### config.mk
export PLATFORM = sky130hd
export DESIGN_NAME = dsc_ctrl
export DESIGN_NICKNAME = d
export VERILOG_FILES = /design/src/dsc_pkg.sv /design/src/dsc_ctrl.sv
export SDC_FILE = /design/constraint.sdc
export NUM_CORES = 1
export LEC_CHECK = 0
export BUFFER_PORTS_ARGS = -buffer_cell sky130_fd_sc_hd__buf_2
export CAP_MARGIN = 30
export CORE_ASPECT_RATIO = 0.6
export CORE_MARGIN = 2
export CORE_UTILIZATION = 30
export DETAILED_ROUTE_END_ITERATION = 10
export PLACE_DENSITY = 0.54
export SYNTH_ARGS = -nofsm -noshare
export SYNTH_HDL_FRONTEND = slang
export SYNTH_SLANG_ARGS = --single-unit
### constraint.sdc
create_clock -name ref_clk -period 3 [get_ports ref_clk]
set_input_delay 0.15 -clock ref_clk [delete_from_list [all_inputs] [get_ports ref_clk]]
set_output_delay 0.15 -clock ref_clk [all_outputs]
set_load 0.05 [all_outputs]
### src/dsc_pkg.sv
// Purpose: shared constants for the deep-sleep power and clock controller
// Assumes: APB slave, 32-bit data, word-aligned registers
// Notes:   offsets are byte addresses
package dsc_pkg;
  // register byte offsets
  localparam logic [11:0] DSC_OFF_CTRL     = 12'h000;
  localparam logic [11:0] DSC_OFF_CLKCFG   = 12'h004;
  localparam logic [11:0] DSC_OFF_LEGACY   = 12'h008;
  localparam logic [11:0] DSC_OFF_POWER    = 12'h00C;
  localparam logic [11:0] DSC_OFF_PERIPH   = 12'h010;
  localparam logic [11:0] DSC_OFF_APERTURE = 12'h014;
  localparam logic [11:0] DSC_OFF_SECTOR   = 12'h018;
  localparam logic [11:0] DSC_OFF_FLSIZE   = 12'h01C;
  localparam logic [11:0] DSC_OFF_STATUS   = 12'h020;
  localparam logic [11:0] DSC_OFF_RUNCFG   = 12'h024;
  // control bits
  localparam int DSC_CTRL_SLEEP_BIT   = 0;
  localparam int DSC_CTRL_GATING_BIT  = 1;
  localparam int DSC_CTRL_LEGACY_BIT  = 2;
  // clock configuration fields
  localparam int DSC_DIV_LSB          = 0;
  localparam int DSC_DIV_W            = 10;
  localparam int DSC_SRC_LSB          = 16;
  localparam int DSC_PREC_PD_BIT      = 20;
  localparam int DSC_MAIN_PD_BIT      = 21;
  localparam int DSC_LEGDIV_W         = 6;
  // power fields
  localparam int DSC_FLASH_BIT        = 0;
  localparam int DSC_SRAM_LSB         = 4;
  localparam int DSC_REG_SLEEP_BIT    = 8;
  localparam int DSC_TEMP_LP_BIT      = 9;
  // aperture command fields
  localparam int DSC_AP_PORT_LSB      = 0;
  localparam int DSC_AP_SET_BIT       = 8;
  localparam int DSC_NUM_PORTS        = 10;
  // ports with a select: A B C E F H J
  localparam logic [9:0] DSC_AP_ELIGIBLE = 10'h2B7;
  // reset values
  localparam logic [9:0] DSC_DIV_RST    = 10'h000;
  localparam logic [5:0] DSC_LEGDIV_RST = 6'h00;
  localparam logic [31:0] DSC_RUNCFG_RST = 32'h0000_0000;

  typedef enum logic [1:0] {
    DSC_SRC_MAIN  = 2'h0,  // dsleep_src_main_osc
    DSC_SRC_PREC  = 2'h1,  // dsleep_src_precision_internal
    DSC_SRC_LOWF  = 2'h2,  // dsleep_src_low_freq_internal
    DSC_SRC_HIB   = 2'h3   // dsleep_src_hib_32k
  } dsc_src_t;

  typedef enum logic [1:0] {
    DSC_SRAM_FULL    = 2'h0,
    DSC_SRAM_STANDBY = 2'h1,
    DSC_SRAM_LOWEST  = 2'h3
  } dsc_sram_t;

  typedef enum logic [3:0] {
    DSC_ST_RUN     = 4'b0001,
    DSC_ST_SLEEP   = 4'b0010,
    DSC_ST_RESTORE = 4'b0100,
    DSC_ST_ENTER   = 4'b1000
  } dsc_state_t;
endpackage

### src/dsc_ctrl.sv
// Purpose: deep-sleep clock, oscillator, memory power and aperture control
// Assumes: single clock, APB slave, zero-wait answers
// Notes:   analog parts are steered by the registered outputs below
//
// Design decisions made here: the APB slave port and the address map.
`timescale 1ns/1ps
module dsc_ctrl
  import dsc_pkg::*;
#(
  parameter int          NUM_PERIPH   = 16,
  parameter logic [31:0] SECTOR_BYTES = 32'h0000_4000,
  parameter logic [31:0] FLASH_BYTES  = 32'h0010_0000,
  parameter logic [9:0]  AHB_ONLY     = 10'h000,
  parameter int          DIV_MAX      = 1024
) (
  // clock and reset
  input  wire logic                  ref_clk,
  input  wire logic                  rst_n,
  // apb slave
  input  wire logic                  psel,
  input  wire logic                  penable,
  input  wire logic                  pwrite,
  input  wire logic [11:0]           paddr,
  input  wire logic [31:0]           pwdata,
  output logic      [31:0]           prdata,
  output logic                       pready,
  output logic                       pslverr,
  // system side
  input  wire logic [NUM_PERIPH-1:0] periphWake,
  input  wire logic                  hibPresent,
  output logic                       cpuHalt,
  output logic                       deepSleepActive,
  output logic      [NUM_PERIPH-1:0] periphClkEn,
  output logic      [1:0]            clkSrcSel,
  output logic      [9:0]            clkDivide,
  output logic                       mainOscOn,
  output logic                       precOscOn,
  output logic                       flashLowPower,
  output logic      [1:0]            sramPower,
  output logic                       regulatorSleep,
  output logic                       tempLowPower,
  output logic      [9:0]            gpioAhbSel,
  output logic      [9:0]            gpioApbSel
);

  // elaboration checks; readback and divider fields have no room beyond
  if (NUM_PERIPH < 1 || NUM_PERIPH > 32) begin : g_chk_periph
    $error("NUM_PERIPH out of range");
  end
  if (DIV_MAX < 1 || DIV_MAX > 1024) begin : g_chk_div
    $error("DIV_MAX out of range");
  end
  if (SECTOR_BYTES == 32'h0000_0000) begin : g_chk_sector
    $error("SECTOR_BYTES must not be zero");
  end
  if (SECTOR_BYTES > FLASH_BYTES) begin : g_chk_flash
    $error("FLASH_BYTES below one sector");
  end

  // registers
  logic [2:1]            ctrl_ff;
  logic                  sleepReq_ff;
  logic [31:0]           clkCfg_ff;
  logic [31:0]           legacy_ff;
  logic [31:0]           power_ff;
  logic [NUM_PERIPH-1:0] periph_ff;
  logic [9:0]            aperture_ff;
  logic [31:0]           runCfg_ff;
  dsc_state_t            state_ff;
  dsc_state_t            nxt_state;
  logic [31:0]           nxt_rdata;
  logic                  addrOk;
  logic                  wrEn;
  logic                  wake;
  logic [1:0]            src;
  logic [9:0]            div;
  logic                  sleeping;

  assign wrEn = psel & penable & pwrite & ~pslverr;

  // zero-wait slave: ready rises in the access phase only
  always_ff @(posedge ref_clk or negedge rst_n) begin
    if (!rst_n) begin
      pready  <= 1'b0;
      pslverr <= 1'b0;
      prdata  <= 32'h0000_0000;
    end else begin
      pready  <= psel & ~penable;
      pslverr <= psel & ~penable & ~addrOk;
      prdata  <= (psel & ~penable & ~pwrite) ? nxt_rdata : 32'h0000_0000;
    end
  end

  always_comb begin
    addrOk    = 1'b1;
    nxt_rdata = 32'h0000_0000;
    case (paddr)
      DSC_OFF_CTRL:     nxt_rdata = {29'h0, ctrl_ff, sleepReq_ff};
      DSC_OFF_CLKCFG:   nxt_rdata = clkCfg_ff;
      DSC_OFF_LEGACY:   nxt_rdata = legacy_ff;
      DSC_OFF_POWER:    nxt_rdata = power_ff;
      DSC_OFF_PERIPH:   nxt_rdata = 32'(periph_ff);
      DSC_OFF_APERTURE: nxt_rdata = {22'h0, aperture_ff};
      DSC_OFF_SECTOR:   nxt_rdata = SECTOR_BYTES;
      DSC_OFF_FLSIZE:   nxt_rdata = FLASH_BYTES;
      DSC_OFF_STATUS:   nxt_rdata = {28'h0, state_ff};
      DSC_OFF_RUNCFG:   nxt_rdata = runCfg_ff;
      default:          addrOk = 1'b0;
    endcase
  end

  // configuration registers; sleep request bit handled with the fsm
  always_ff @(posedge ref_clk or negedge rst_n) begin
    if (!rst_n) begin
      ctrl_ff      <= 2'b00;
      clkCfg_ff    <= {22'h0, DSC_DIV_RST};
      legacy_ff    <= {26'h0, DSC_LEGDIV_RST};
      power_ff     <= 32'h0000_0000;
      periph_ff    <= '0;
      runCfg_ff    <= DSC_RUNCFG_RST;
    end else if (wrEn) begin
      case (paddr)
        DSC_OFF_CTRL:   ctrl_ff <= pwdata[2:1];
        DSC_OFF_CLKCFG: clkCfg_ff <= pwdata & 32'h0033_03FF;
        DSC_OFF_LEGACY: legacy_ff <= pwdata & 32'h0033_003F;
        // sram code 2 is unused; not folded, the or puts bit 5 back on bit 5, so code 2 is stored as 2
        DSC_OFF_POWER:  power_ff <= (pwdata & 32'h0000_0331)
                                    | {26'h0, pwdata[5], 5'h0};
        DSC_OFF_PERIPH: periph_ff <= pwdata[NUM_PERIPH-1:0];
        DSC_OFF_RUNCFG: runCfg_ff <= pwdata;
        default:        ;
      endcase
    end
  end

  // one eligible port per write, others ignored
  logic           apWrite;
  wire logic [9:0] nxt_aperture;

  assign apWrite = wrEn && paddr == DSC_OFF_APERTURE;

  // per port: only an eligible port named by the write moves
  for (genvar p = 0; p < DSC_NUM_PORTS; p++) begin : g_port
    assign nxt_aperture[p] =
      (apWrite && DSC_AP_ELIGIBLE[p]
       && pwdata[DSC_AP_PORT_LSB +: 4] == 4'(p))
      ? pwdata[DSC_AP_SET_BIT] : aperture_ff[p];
  end

  always_ff @(posedge ref_clk or negedge rst_n) begin
    if (!rst_n) begin
      aperture_ff <= 10'h000;
    end else begin
      aperture_ff <= nxt_aperture;
    end
  end

  // wake levels come from peripherals on other clocks in deep sleep:
  // three flops, a bit moves only when stages two and three agree
  logic [NUM_PERIPH-1:0] wakeMeta_ff;
  logic [NUM_PERIPH-1:0] wakeSync_ff;
  logic [NUM_PERIPH-1:0] wakeLate_ff;
  logic [NUM_PERIPH-1:0] wakeLvl_ff;
  logic [NUM_PERIPH-1:0] wakeAgree;

  assign wakeAgree = ~(wakeSync_ff ^ wakeLate_ff);

  always_ff @(posedge ref_clk or negedge rst_n) begin
    if (!rst_n) begin
      wakeMeta_ff <= '0;
      wakeSync_ff <= '0;
      wakeLate_ff <= '0;
      wakeLvl_ff  <= '0;
    end else begin
      wakeMeta_ff <= periphWake;
      wakeSync_ff <= wakeMeta_ff;
      wakeLate_ff <= wakeSync_ff;
      // costs a few cycles of wake latency, buys glitch immunity
      wakeLvl_ff  <= (wakeAgree & wakeSync_ff) | (~wakeAgree & wakeLvl_ff);
    end
  end

  // wake only from flagged peripherals when gating
  assign wake = ctrl_ff[DSC_CTRL_GATING_BIT]
                ? |(wakeLvl_ff & periph_ff) : |wakeLvl_ff;
  assign sleeping = (state_ff == DSC_ST_SLEEP);

  // halt until wake, then restore and resume
  always_comb begin
    case (state_ff)
      DSC_ST_RUN:     nxt_state = sleepReq_ff
                                  ? DSC_ST_ENTER : DSC_ST_RUN;
      DSC_ST_ENTER:   nxt_state = DSC_ST_SLEEP;
      DSC_ST_SLEEP:   nxt_state = wake ? DSC_ST_RESTORE : DSC_ST_SLEEP;
      DSC_ST_RESTORE: nxt_state = DSC_ST_RUN;
      default:        nxt_state = DSC_ST_RUN;
    endcase
  end

  always_ff @(posedge ref_clk or negedge rst_n) begin
    if (!rst_n) begin
      state_ff    <= DSC_ST_RUN;
      sleepReq_ff <= 1'b0;
    end else begin
      state_ff <= nxt_state;
      // request self-clears once sleep is entered
      if (state_ff == DSC_ST_ENTER)
        sleepReq_ff <= 1'b0;
      else if (wrEn && paddr == DSC_OFF_CTRL && state_ff == DSC_ST_RUN)
        sleepReq_ff <= pwdata[DSC_CTRL_SLEEP_BIT];
    end
  end

  // legacy mode takes source and 1..64 divider
  assign src = ctrl_ff[DSC_CTRL_LEGACY_BIT] ? legacy_ff[17:16]
                                            : clkCfg_ff[17:16];
  // stored value n-1 divides by n, clipped to DIV_MAX
  assign div = ctrl_ff[DSC_CTRL_LEGACY_BIT] ? {4'h0, legacy_ff[5:0]}
             : (clkCfg_ff[9:0] > 10'(DIV_MAX - 1)) ? 10'(DIV_MAX - 1)
             : clkCfg_ff[9:0];
  // run divider clipped the same way; the legacy divider is not clipped to DIV_MAX
  logic [9:0] runDiv;
  assign runDiv = (runCfg_ff[9:0] > 10'(DIV_MAX - 1)) ? 10'(DIV_MAX - 1)
                : runCfg_ff[9:0];

  // outputs switch back to run config on restore
  always_ff @(posedge ref_clk or negedge rst_n) begin
    if (!rst_n) begin
      cpuHalt         <= 1'b0;
      deepSleepActive <= 1'b0;
      periphClkEn     <= '1;
      clkSrcSel       <= 2'h0;
      clkDivide       <= 10'h000;
      mainOscOn       <= 1'b1;
      precOscOn       <= 1'b1;
      flashLowPower   <= 1'b0;
      sramPower       <= 2'h0;
      regulatorSleep  <= 1'b0;
      tempLowPower    <= 1'b0;
    end else if (nxt_state == DSC_ST_SLEEP) begin
      cpuHalt         <= 1'b1;
      deepSleepActive <= 1'b1;
      periphClkEn     <= ctrl_ff[DSC_CTRL_GATING_BIT] ? periph_ff : '1;
      clkSrcSel       <= src;
      clkDivide       <= div;
      // no powerdown of the oscillator in use
      mainOscOn       <= ~clkCfg_ff[DSC_MAIN_PD_BIT] | (src == DSC_SRC_MAIN);
      precOscOn       <= ~clkCfg_ff[DSC_PREC_PD_BIT] | (src == DSC_SRC_PREC);
      flashLowPower   <= power_ff[DSC_FLASH_BIT];
      sramPower       <= power_ff[5:4];
      regulatorSleep  <= power_ff[DSC_REG_SLEEP_BIT];
      tempLowPower    <= power_ff[DSC_TEMP_LP_BIT];
    end else begin
      cpuHalt         <= (nxt_state == DSC_ST_ENTER) | sleeping;
      deepSleepActive <= 1'b0;
      periphClkEn     <= '1;
      clkSrcSel       <= runCfg_ff[17:16];
      clkDivide       <= runDiv;
      mainOscOn       <= 1'b1;
      precOscOn       <= 1'b1;
      flashLowPower   <= 1'b0;
      sramPower       <= 2'h0;
      regulatorSleep  <= 1'b0;
      tempLowPower    <= 1'b0;
    end
  end

  // route per port; ahb-only ports lose apb
  always_ff @(posedge ref_clk or negedge rst_n) begin
    if (!rst_n) begin
      gpioAhbSel <= 10'h000;
      gpioApbSel <= 10'h000;
    end else begin
      gpioAhbSel <= aperture_ff | (AHB_ONLY & ~DSC_AP_ELIGIBLE);
      gpioApbSel <= ~aperture_ff & ~AHB_ONLY;
    end
  end

endmodule

# Word-level counts from Yosys, hierarchy flattened
# Index checks and enable logic that the tools add are counted.
# classes
n_lt_le_gt_ge,2
eq_ne,21
n_mux,25
n_bitwise,24
n_reduce_logical,23
# ops
cell,count
$pmux W32 S10,1
$and A16 B16 Y16,3
$eq A12 B5 Y1 const B,4
$mux W10,4
$mux W16,2
$mux W32,1
$not A16 Y16,2
$reduce_or A16 Y1,2
$eq A12 B4 Y1 const B,2
$eq A12 B6 Y1 const B,2
$gt A10 B10 Y1 const B,2
$or A16 B16 Y16,1
$xor A16 B16 Y16,1
$eq A12 B3 Y1 const B,1
$eq A4 B2 Y1 const B,3
$eq A4 B3 Y1 const B,3
$eq A4 B4 Y1 const B,3
$logic_not A12 Y1,1
$pmux W4 S3,1
$reduce_and A2 Y1,6
$mux W1,11
$logic_and A1 B1 Y1,10
$not A10 Y10,1
$or A10 B6 Y10,1
other kinds (12),27
# totals
regBits,270
inputBits,66
output_inout_bits,91
elab_cells,130

# Logic depth before layout (Yosys ltp)
# Gate-level depths: netlist of run 1.
# depth
word_depth,8
depth_mapped,8
mapped_depth_nobuf,5

# Least setup slack after synthesis of run 1
# Ideal clock, no wire load.
# synth_path
path_kind,register to register
start,register state_ff[2]
end,register clkDivide[5]
setup_time_ns,0.125
arrival_time_ns,1.955
required_time_ns,2.875
slack_ns,0.920
stages_incl_launch_ff,8
cell_sequence,dfrtp_1 > nor4b_1 > nand3_1 > o21ai_0 > a31o_2 > buf_4 > buf_4 > mux2_2
# synth_between
elab_chain_len,4
elab_cells_between_ends,6
classes_between,eq/ne: 4; mux: 2
# synth_rtl
element,line_no,source
from (decl),dsc_ctrl.sv:69,dsc_state_t state_ff;
from (signal assigned),dsc_ctrl.sv:205,state_ff <= nxt_state;
"$eq A4 B2 Y1, or another cell as far along",dsc_ctrl.sv:190,case (state_ff)
$pmux W4 S3 (*),dsc_ctrl.sv:190,
$eq A4 B2 Y1 (*),dsc_ctrl.sv:240,end else if (nxt_state == DSC_ST_SLEEP) begin
$mux W10 (*),dsc_ctrl.sv:240,
to (signal assigned),dsc_ctrl.sv:245,clkDivide <= div;
to (signal assigned),dsc_ctrl.sv:258,clkDivide <= runDiv;
to (decl),dsc_ctrl.sv:35,"output logic [9:0] clkDivide,"
# Every way passes the cells marked *; elsewhere a longest branch is shown, timed or not.
# A chain may end at the register's enable or synchronous reset.

# Worst setup path in the final report of run 1
# layout_path
start,register pslverr
end,register runCfg_ff[25]
# layout_between
elab_chain_len,3
# layout_rtl
element,line_no,source
from (decl),dsc_ctrl.sv:27,"output logic pslverr,"
from (signal assigned),dsc_ctrl.sv:89,pslverr <= psel & ~penable & ~addrOk;
$not A1 Y1,dsc_ctrl.sv:79,assign wrEn = psel & penable & pwrite & ~pslverr;
$and A1 B1 Y1,dsc_ctrl.sv:79,
$reduce_and A2 Y1 (no line),n/a,
to (signal assigned),dsc_ctrl.sv:130,DSC_OFF_RUNCFG: runCfg_ff <= pwdata;
to (decl),dsc_ctrl.sv:68,logic [31:0] runCfg_ff;
# No other way between the ends.

==> metrics.md, run 1 <==
| Metric | Value |
|---|---|
| HP Start | `pwdata[0]` |
| Cell Int Power | `0.005353 W` |
| Final Critical Period | `2.494 ns` |
| Max Fclk | `roughly 400 MHz` |
| Root Buffer | `clkbuf_16` |
| First-pass GRT wire length | `37.45 mm` |
| CTS tree | `done` |
| CP max stage delay | `0.54 ns` |
| GRT Overall Usage | `0.1541` |
| Worst skew pair latency | `0.52 ns` |
| WL final | `about 24 mm` |
| Resized cells post-CTS | `0` |
| # diodes | `0` |
| Synth Instances | `roughly 640` |
| Initial antenna violation count | `0` |
| Pwr dens | `about 600 nW/um2` |
| CP Class | `reg2reg` |
| WHS Path Cells | `2` |
| Total Negative Setup Slacks | `0 ns` |
| Starting Density | `0.3042` |
| Hold Crit Class | `in2reg` |
| # H-tree levels | `1` |
| Worst Reg-to-Reg Cells | `5` |
| Sequential share of power | `0.487` |
| Post-synth top area share | `0.6103` |
| DP HPWL | `16.57 mm` |
| Detailed Route Iter0 Violations | `430` |
| DIE HEIGHT | `138.9 um` |
| Combinational power share | `0.042` |
| Largest net degree at the start of global routing | `67` |
| Detailed-route wire length per cell | `19.00 um` |
| Sw Share | `0.2223` |
| List of most frequent post-synthesis cells | `dfrtp_1 (222), mux2_2 (105), nor2_1 (26), a22oi_1 (21), nand2_1 (20)` |
| Post-CTS setup buffer count | `0` |
| Cell variety after synth | `55` |
| Leak | `between 5 and 6 nW` |
| Layout cells sized above 1 | `0.4081` |
| Levels on crit path | `5` |
| # rows | `49` |
| DR DRC count | `0` |
| Peak VDD IR | `0.4023 mV` |
| Slew @ Worst Pin | `about 0.75 ns` |
| Relative slew slack | `0.4975` |
| # setup viols final | `0` |
| Die Wd | `228.9 um` |
| Final core occ | `0.3920` |
| Max-Cap Viols | `0` |
| Synth warnings | `0` |
| Cts hold-fix bufs | `46` |
| Worst path bufs/invs | `1` |
| Worst-path clk slew | `0.06 ns` |
| RSZ-0062 raised after global routing | `false` |
| CP Capture Type | `register` |
| Slew Limit Fails | `0` |
| Final #Nets | `914` |
| Clk sink count | `roughly 240` |
| Setup Skew | `0.01169 ns` |
| Grt total ovfl | `0` |
| Top cells by area, synth | `dfrtp_1 (61%), mux2_2 (13%), dfstp_2 (5.5%)` |
| Cts bufs inserted | `25` |
| Top_reg_cell synth | `dfrtp_1` |
| CP required | `3.40 ns` |
| DIE AREA | `31,800 um2` |
| Number of synthesized register bits | `around 240` |
| Area leader, netlist | `dfrtp_1` |
| Crit-path leading delay family | `simple AND/OR/NAND/NOR gates` |
| Routed vias | `5,866` |
| CP max stage cell | `nand3_2` |
| Net switching power | `0.001530 W` |
| Clock Path Buffers | `3` |
| Synth-to-Final Area Change | `28.85%` |
| Post-route ant nets | `0` |
| Status | `complete, no violations` |
| Clk pwr share | `0.471` |
| Asr flop ratio synth | `1.000` |
| Most common cell in the synthesized netlist | `dfrtp_1` |
| GPL Wtd Cong | `0.8268` |
| Synthesized area per cell | `14.29 um2` |
| I/O pins | `about 160` |
| Vias in the first global route | `5,978` |
| Cell Area, Synth | `slightly above 9000 um2` |
| WP data arrival | `~2.9 ns` |
| Final Hold Fails | `0` |
| Critical path origin | `pslverr` |
| Period utilization | `0.8313` |
| CP max FO | `17` |
| Startpoint types | `register` |
| # port buffers | `152` |
| Pre-Repair DR Iteration Count | `5` |
| EDFF count, synth | `0` |
| Core area | `roughly 30,000 um2` |
| CP Cell Sequence | `nand4b_1 > nor3_4 > nand3_2 > buf_12 > mux2_2` |
| FF-to-FF Start | `pslverr` |
| Drt via density | `4.608` |
| Seq/Total Area, Yosys | `0.6652` |
area by class of cell:
cell class	count	area (um2)
Clock buffer	30	664.4
Clock inverter	14	186.4
Fill cell	2919	18190
Inverter	12	45.04
Multi-Input combinational cell	347	2814
Sequential cell	241	6055
Tap cell	408	510.5
Timing Repair Buffer	221	1454
cell usage in the layout (no fill, tap or decap), types with 5 or more instances in the layout:
cell type,netlist,layout
dfrtp_1,222,222
buf_2,8,151
nor2_1,26,26
dfstp_2,19,19
a21oi_1,16,16
a22oi_1,21,21
clkbuf_16,0,25
clkinv_2,0,5
nor3_1,6,6
nand3_1,9,8
inv_1,12,12
nor4b_1,5,5
nor4_1,7,7
and2_1,19,19
mux2i_1,7,7
mux2_2,105,105
maj3_1,16,16
nand2_1,20,20
buf_4,10,19
dlygate4sd3_1,0,46
nand3b_1,19,19
nor2b_1,8,8
o21ai_0,9,9
kinds of logic after synthesis:
kind of cell             synth area share
adder cells (fa/ha/maj)           0.01759
other                           0.0008250
buffers and inverters             0.02708
flip-flops                         0.6652
AND/OR/NAND/NOR                   0.09498
AO/OA/AOI/OAI                     0.05059
multiplexers                       0.1438
worst paths after layout:
check	to	slack [ns]
setup / recovery	runCfg_ff[25]	0.51
hold / removal	runCfg_ff[0]	0.04
setup reg to reg	runCfg_ff[25]	0.51
hold reg to reg	wakeSync_ff[0]	0.35
max in group asynchronous	periphClkEn[9]	1.96
min in group asynchronous	prdata[29]	0.17
layer usage:
metal	wire [um]	track usage	vias up
li1	-	-	2681
met1	12230	0.2432	2962
met2	10010	0.2128	198
met3	1566	0.03660	25
met4	377	0.03008	0
met5	0	0	-
sequential cells by signal, summed over array words and instances (netlist names), 2 cells and up, named ones only:
register,count
clkCfg_ff,14
periph_ff,16
sramPower,2
ctrl_ff,2
periphClkEn,16
prdata,32
wakeLate_ff,16
clkSrcSel,2
gpioApbSel,8
runCfg_ff,32
wakeMeta_ff,16
clkDivide,10
power_ff,5
aperture_ff,7
wakeSync_ff,16
gpioAhbSel,7
legacy_ff,10
state_ff,4
through the flow:
stage	setup slack [ns]	hold WS (ns)	cell area [um2]	cells	total power, W
4_1_cts	0.5263	0.01316	11730	1273	0.006995
2_1_floorplan	0.9205	-0.1456	9110	639	0.003484
6_report	0.5060	0.04478	11730	1273	0.006883
3_5_place_dp	0.4632	0.1356	10420	1183	0.003654
5_1_grt	0.4442	0.04498	11730	1273	0.007192
3_3_place_gp	0.4810	0.1300	10420	1183	0.003650
worst reg2reg max path, delay by kind of cell, from the launching register on:
family        cells  cell delay, ns
simple gates      3            1.34
buf+inv           1            0.38
flops             1            0.37
mux               1            0.29
power groups by stage:
stage	Combinational [W]	Clock (W)	Sequential, W
finish	0.000287	0.00325	0.00335
global route	0.000319	0.00352	0.00335
CTS	0.000292	0.00335	0.00335
detailed placement	0.000244	0	0.00341
global placement	0.000241	0	0.00341
floorplan	0.0000831	0	0.00340
Power figures use the tool's default switching activity.
==> run 2: changes to the inputs <==
--- a/config.mk
+++ b/config.mk
@@ -5,13 +5,14 @@
 export SDC_FILE = /design/constraint.sdc
 export NUM_CORES = 1
 export LEC_CHECK = 0
+export ABC_AREA = 1
 export BUFFER_PORTS_ARGS = -buffer_cell sky130_fd_sc_hd__buf_2
 export CAP_MARGIN = 30
 export CORE_ASPECT_RATIO = 0.6
 export CORE_MARGIN = 2
 export CORE_UTILIZATION = 30
 export DETAILED_ROUTE_END_ITERATION = 10
-export PLACE_DENSITY = 0.54
+export PLACE_DENSITY = 0.56
 export SYNTH_ARGS = -nofsm -noshare
 export SYNTH_HDL_FRONTEND = slang
 export SYNTH_SLANG_ARGS = --single-unit
==> constraint.sdc (replaced) <==
create_clock -name ref_clk -period 2.2 [get_ports ref_clk]
set_input_delay 0.11 -clock ref_clk [delete_from_list [all_inputs] [get_ports ref_clk]]
set_output_delay 0.11 -clock ref_clk [all_outputs]
set_load 0.05 [all_outputs]
==> run 2 against run 1 <==
  * Utilization increased by 0.37 points
  * Global-route usage is 0.78 points higher
  * First-iteration DRC count is 41% higher
  * Synthesized cell count is 51% higher
  * Non-clock buffer count rose by 22
  * Routed wire length up 7.8%
  * Total power rose by 39%
  * Cell area up 4.7%
  * Hold slack better by 0.0081 ns
  * Clock power rose by 42%
  * Largest power group is now clock
==> metrics.md, run 2 <==
| Metric | Value |
|---|---|
| Status | `complete, no violations` |
| Most common cell after layout, fill and taps aside | `nand2_1` |
| CP Class | `reg2reg` |
| Final cell count without fillers | `1,626 (+28%)` |
| Commonest cells after routing, fill and taps aside | `nand2_1 (244), dfrtp_1 (222), buf_2 (151)` |
| Simple-gate share of the synthesized area | `0.2173 (+0.1223)` |
| WL final | `26.08 mm (+7.8%)` |
| Combinational power share | `0.043 (about the same)` |
| Synth warnings | `0 (unchanged)` |
| Top_reg_cell synth | `dfrtp_1` |
| Vias in the first global route | `6,958 (+16%)` |
| Final #Nets | `1,256 (+37%)` |
| Pre-Repair DR Iteration Count | `4 (-1)` |
| Routed vias | `7,262 (+24%)` |
| Final Hold Fails | `0 (unchanged)` |
| Detailed Route Iter0 Violations | `608 (+41%)` |
| RSZ-0062 raised after global routing | `false` |
| Core area | `31,030 um2 (+3.7%)` |
| Startpoint types | `register` |
| Max Fclk | `485.8 MHz (+21%)` |
| GPL Wtd Cong | `0.9032 (+9.2%)` |
| Synth Instances | `959 (+51%)` |
| # setup viols final | `0 (unchanged)` |
| Root Buffer | `clkbuf_16` |
| Layout cells sized above 1 | `0.2597 (-0.1484)` |
| Setup Skew | `0.02440 ns (+0.01271 ns)` |
| Multiplexer share of the synthesized area | `0.004787 (-0.1390)` |
| WP data arrival | `2.45 ns (-0.44 ns)` |
| Relative slew slack | `0.6196 (+0.1220)` |
| Top cells by area, synth | `dfrtp_1 (59%), nand2_1 (9.8%), dfstp_2 (5.3%)` |
| Peak VDD IR | `0.6314 mV (+57%)` |
| DIE HEIGHT | `141.2 um (+1.6%)` |
| Pwr dens | `780.8 nW/um2 (+33%)` |
| # port buffers | `152 (unchanged)` |
| CP Capture Type | `register` |
| Clk pwr share | `0.482 (+0.011)` |
| Sequential share of power | `0.476 (-0.011)` |
| Most common cell in the synthesized netlist | `nand2_1` |
| Leak | `5.883 nW (+6.4%)` |
| CP max FO | `7 (-10)` |
| Total power | `0.009588 W (+39%)` |
| Cell variety after synth | `28 (-49%)` |
| Largest net degree at the start of global routing | `66 (-1.5%)` |
| Total Negative Setup Slacks | `0 ns (unchanged)` |
| Asr flop ratio synth | `1.000 (unchanged)` |
| GRT Overall Usage | `0.1618 (+0.007752)` |
| Slew @ Worst Pin | `0.5700 ns (-0.1837 ns)` |
| Sw Share | `0.2246 (+0.002270)` |
| Area leader, netlist | `dfrtp_1` |
| EDFF count, synth | `0 (unchanged)` |
| Worst-path clk slew | `0.06 ns (about the same)` |
| Slew Limit Fails | `0 (unchanged)` |
| DR DRC count | `0 (unchanged)` |
| Post-CTS setup buffer count | `0 (unchanged)` |
| I/O pins | `157 (unchanged)` |
| # rows | `50 (+2.0%)` |
| DIE AREA | `32,850 um2 (+3.3%)` |
| Clk sink count | `241 (unchanged)` |
| Post-route ant nets | `0 (unchanged)` |
| Cell Int Power | `0.007435 W (+39%)` |
| Final Critical Period | `2.058 ns (-0.4356 ns)` |
| Starting Density | `0.3033 (-0.0009744)` |
| Seq/Total Area, Yosys | `0.6434 (-0.02176)` |
| DP HPWL | `18.51 mm (+12%)` |
| Clock Path Buffers | `3 (unchanged)` |
| Resized cells post-CTS | `0 (unchanged)` |
| Cts hold-fix bufs | `52 (+13%)` |
| Synth Area in XOR/XNOR | `0 (unchanged)` |
| Worst skew pair latency | `0.55 ns (+0.03 ns)` |
| Synth Area in Adders | `0.01702 (-0.0005755)` |
| Drt via density | `4.466 (-3.1%)` |
| Placed Cells | `1,527 (+29%)` |
| Net switching power | `0.002153 W (+41%)` |
| Post-synth top area share | `0.5903 (-0.01996)` |
| # H-tree levels | `1 (unchanged)` |
| Synthesized area per cell | `9.813 um2 (-31%)` |
| CP required | `2.59 ns (-0.81 ns)` |
| Hold Crit Class | `in2async` |
| Cts bufs inserted | `25 (unchanged)` |
| List of most frequent post-synthesis cells | `nand2_1 (245), dfrtp_1 (222), inv_1 (90), nand3_1 (72), o21ai_1 (61)` |
| Max-Cap Viols | `0 (unchanged)` |
| First-pass GRT wire length | `40.83 mm (+9.0%)` |
| Period utilization | `0.9356 (+0.1043)` |
| CTS tree | `done` |
| Die Wd | `232.6 um (+1.6%)` |
| Grt total ovfl | `0 (unchanged)` |
| Combinational family with the most area after synthesis | `simple AND/OR/NAND/NOR gates` |
| Number of synthesized register bits | `241 (unchanged)` |
| Initial antenna violation count | `0 (unchanged)` |
| Compound-Gate Fraction of Synth Area | `0.05345 (+0.002866)` |
| Cell Area, Synth | `9410 um2 (+3.4%)` |
| Top flop regs | `prdata: 32 flops, runCfg_ff: 32 flops` |
| Detailed-route wire length per cell | `16.04 um (-16%)` |
| Synth-to-Final Area Change | `30.49%` |
-- run 2: changes by cell type after synthesis, sizes merged, moves of 10 or more --
cell | previous run | this run
a21oi | 16 | 4
and2 | 19 | 0
nand2 | 21 | 249
nand3 | 9 | 76
o21ai | 9 | 91
mux2 | 108 | 4
nand4 | 3 | 29
clkbuf | 19 | 9
nor2 | 27 | 97
nand3b | 19 | 0
inv | 12 | 98
buf | 20 | 32
a22oi | 21 | 0
-- run 2: layer usage --
layer  GRT usage  share of wire  up-vias
li1            -              -     3507
met1      0.2588           0.51     3494
met2      0.2260           0.40      232
met3     0.02852          0.068       29
met4     0.03185          0.016        0
met5           0              0        -
-- run 2: logic make-up (layout without fill, tap and decap cells) --
group | after synthesis | after routing
simple gates | 458 | 458
flops | 241 | 241
buf+inv | 139 | 387
compound gates | 99 | 99
fa+ha+maj | 16 | 16
mux | 4 | 4
other cells | 2 | 5
-- run 2: area by class of cell --
class / count / area (um2)
diodes: 1 / 2.502
clock buffers: 29 / 660.6
clock inverters: 17 / 239.0
fillers: 3092 / 18750
inverters: 98 / 367.9
multi-input cells: 581 / 2775
flip-flops and latches: 241 / 6055
well taps: 416 / 520.5
repair buffers: 243 / 1659
-- run 2: path summary, 6_finish.rpt --
check	from	endpoint	slack, ns	cells after the start
worst min-delay path	rst_n	gpioApbSel[1]	0.05	2
min in group ref_clk	pwrite	prdata[17]	0.08	4
max in group asynchronous	rst_n	periphClkEn[10]	1.45	3
worst max-delay path	pslverr	aperture_ff[2]	0.14	7
worst min register to register	wakeMeta_ff[10]	wakeSync_ff[10]	0.34	0
worst max register to register	pslverr	aperture_ff[2]	0.14	7
-- run 2: power groups by stage --
stage	logic, W	clock network [W]	registers, W
after detailed placement	0.000346	0	0.00464
final	0.000409	0.00462	0.00456
after global routing	0.000458	0.00495	0.00457
after global placement	0.000343	0	0.00464
after floorplan	0.000121	0	0.00464
after CTS	0.000417	0.00475	0.00456
-- run 2: critical path: stages (launching register included) --
cell	delay (ns)
dfrtp_1	0.37
nor2_1	0.10
nand3_1	0.28
nor2_2	0.34
nand4_1	0.11
dlygate4sd3_1	0.59
nand2_1	0.06
o21ai_0	0.07
-- run 2: per-stage QoR --
stage	area (um2)	hold WS (ns)	setup WS, ns	utilization
finish	12280	0.05291	0.1417	0.3957
global route	12280	0.05596	0.01858	0.3956
CTS	12280	0.04375	0.2041	0.3956
detailed placement	10860	0.01900	0.3000	0.3499
global placement	10860	0.01906	0.3222	0.3499
floorplan	9418	-0.1856	0.6416	-
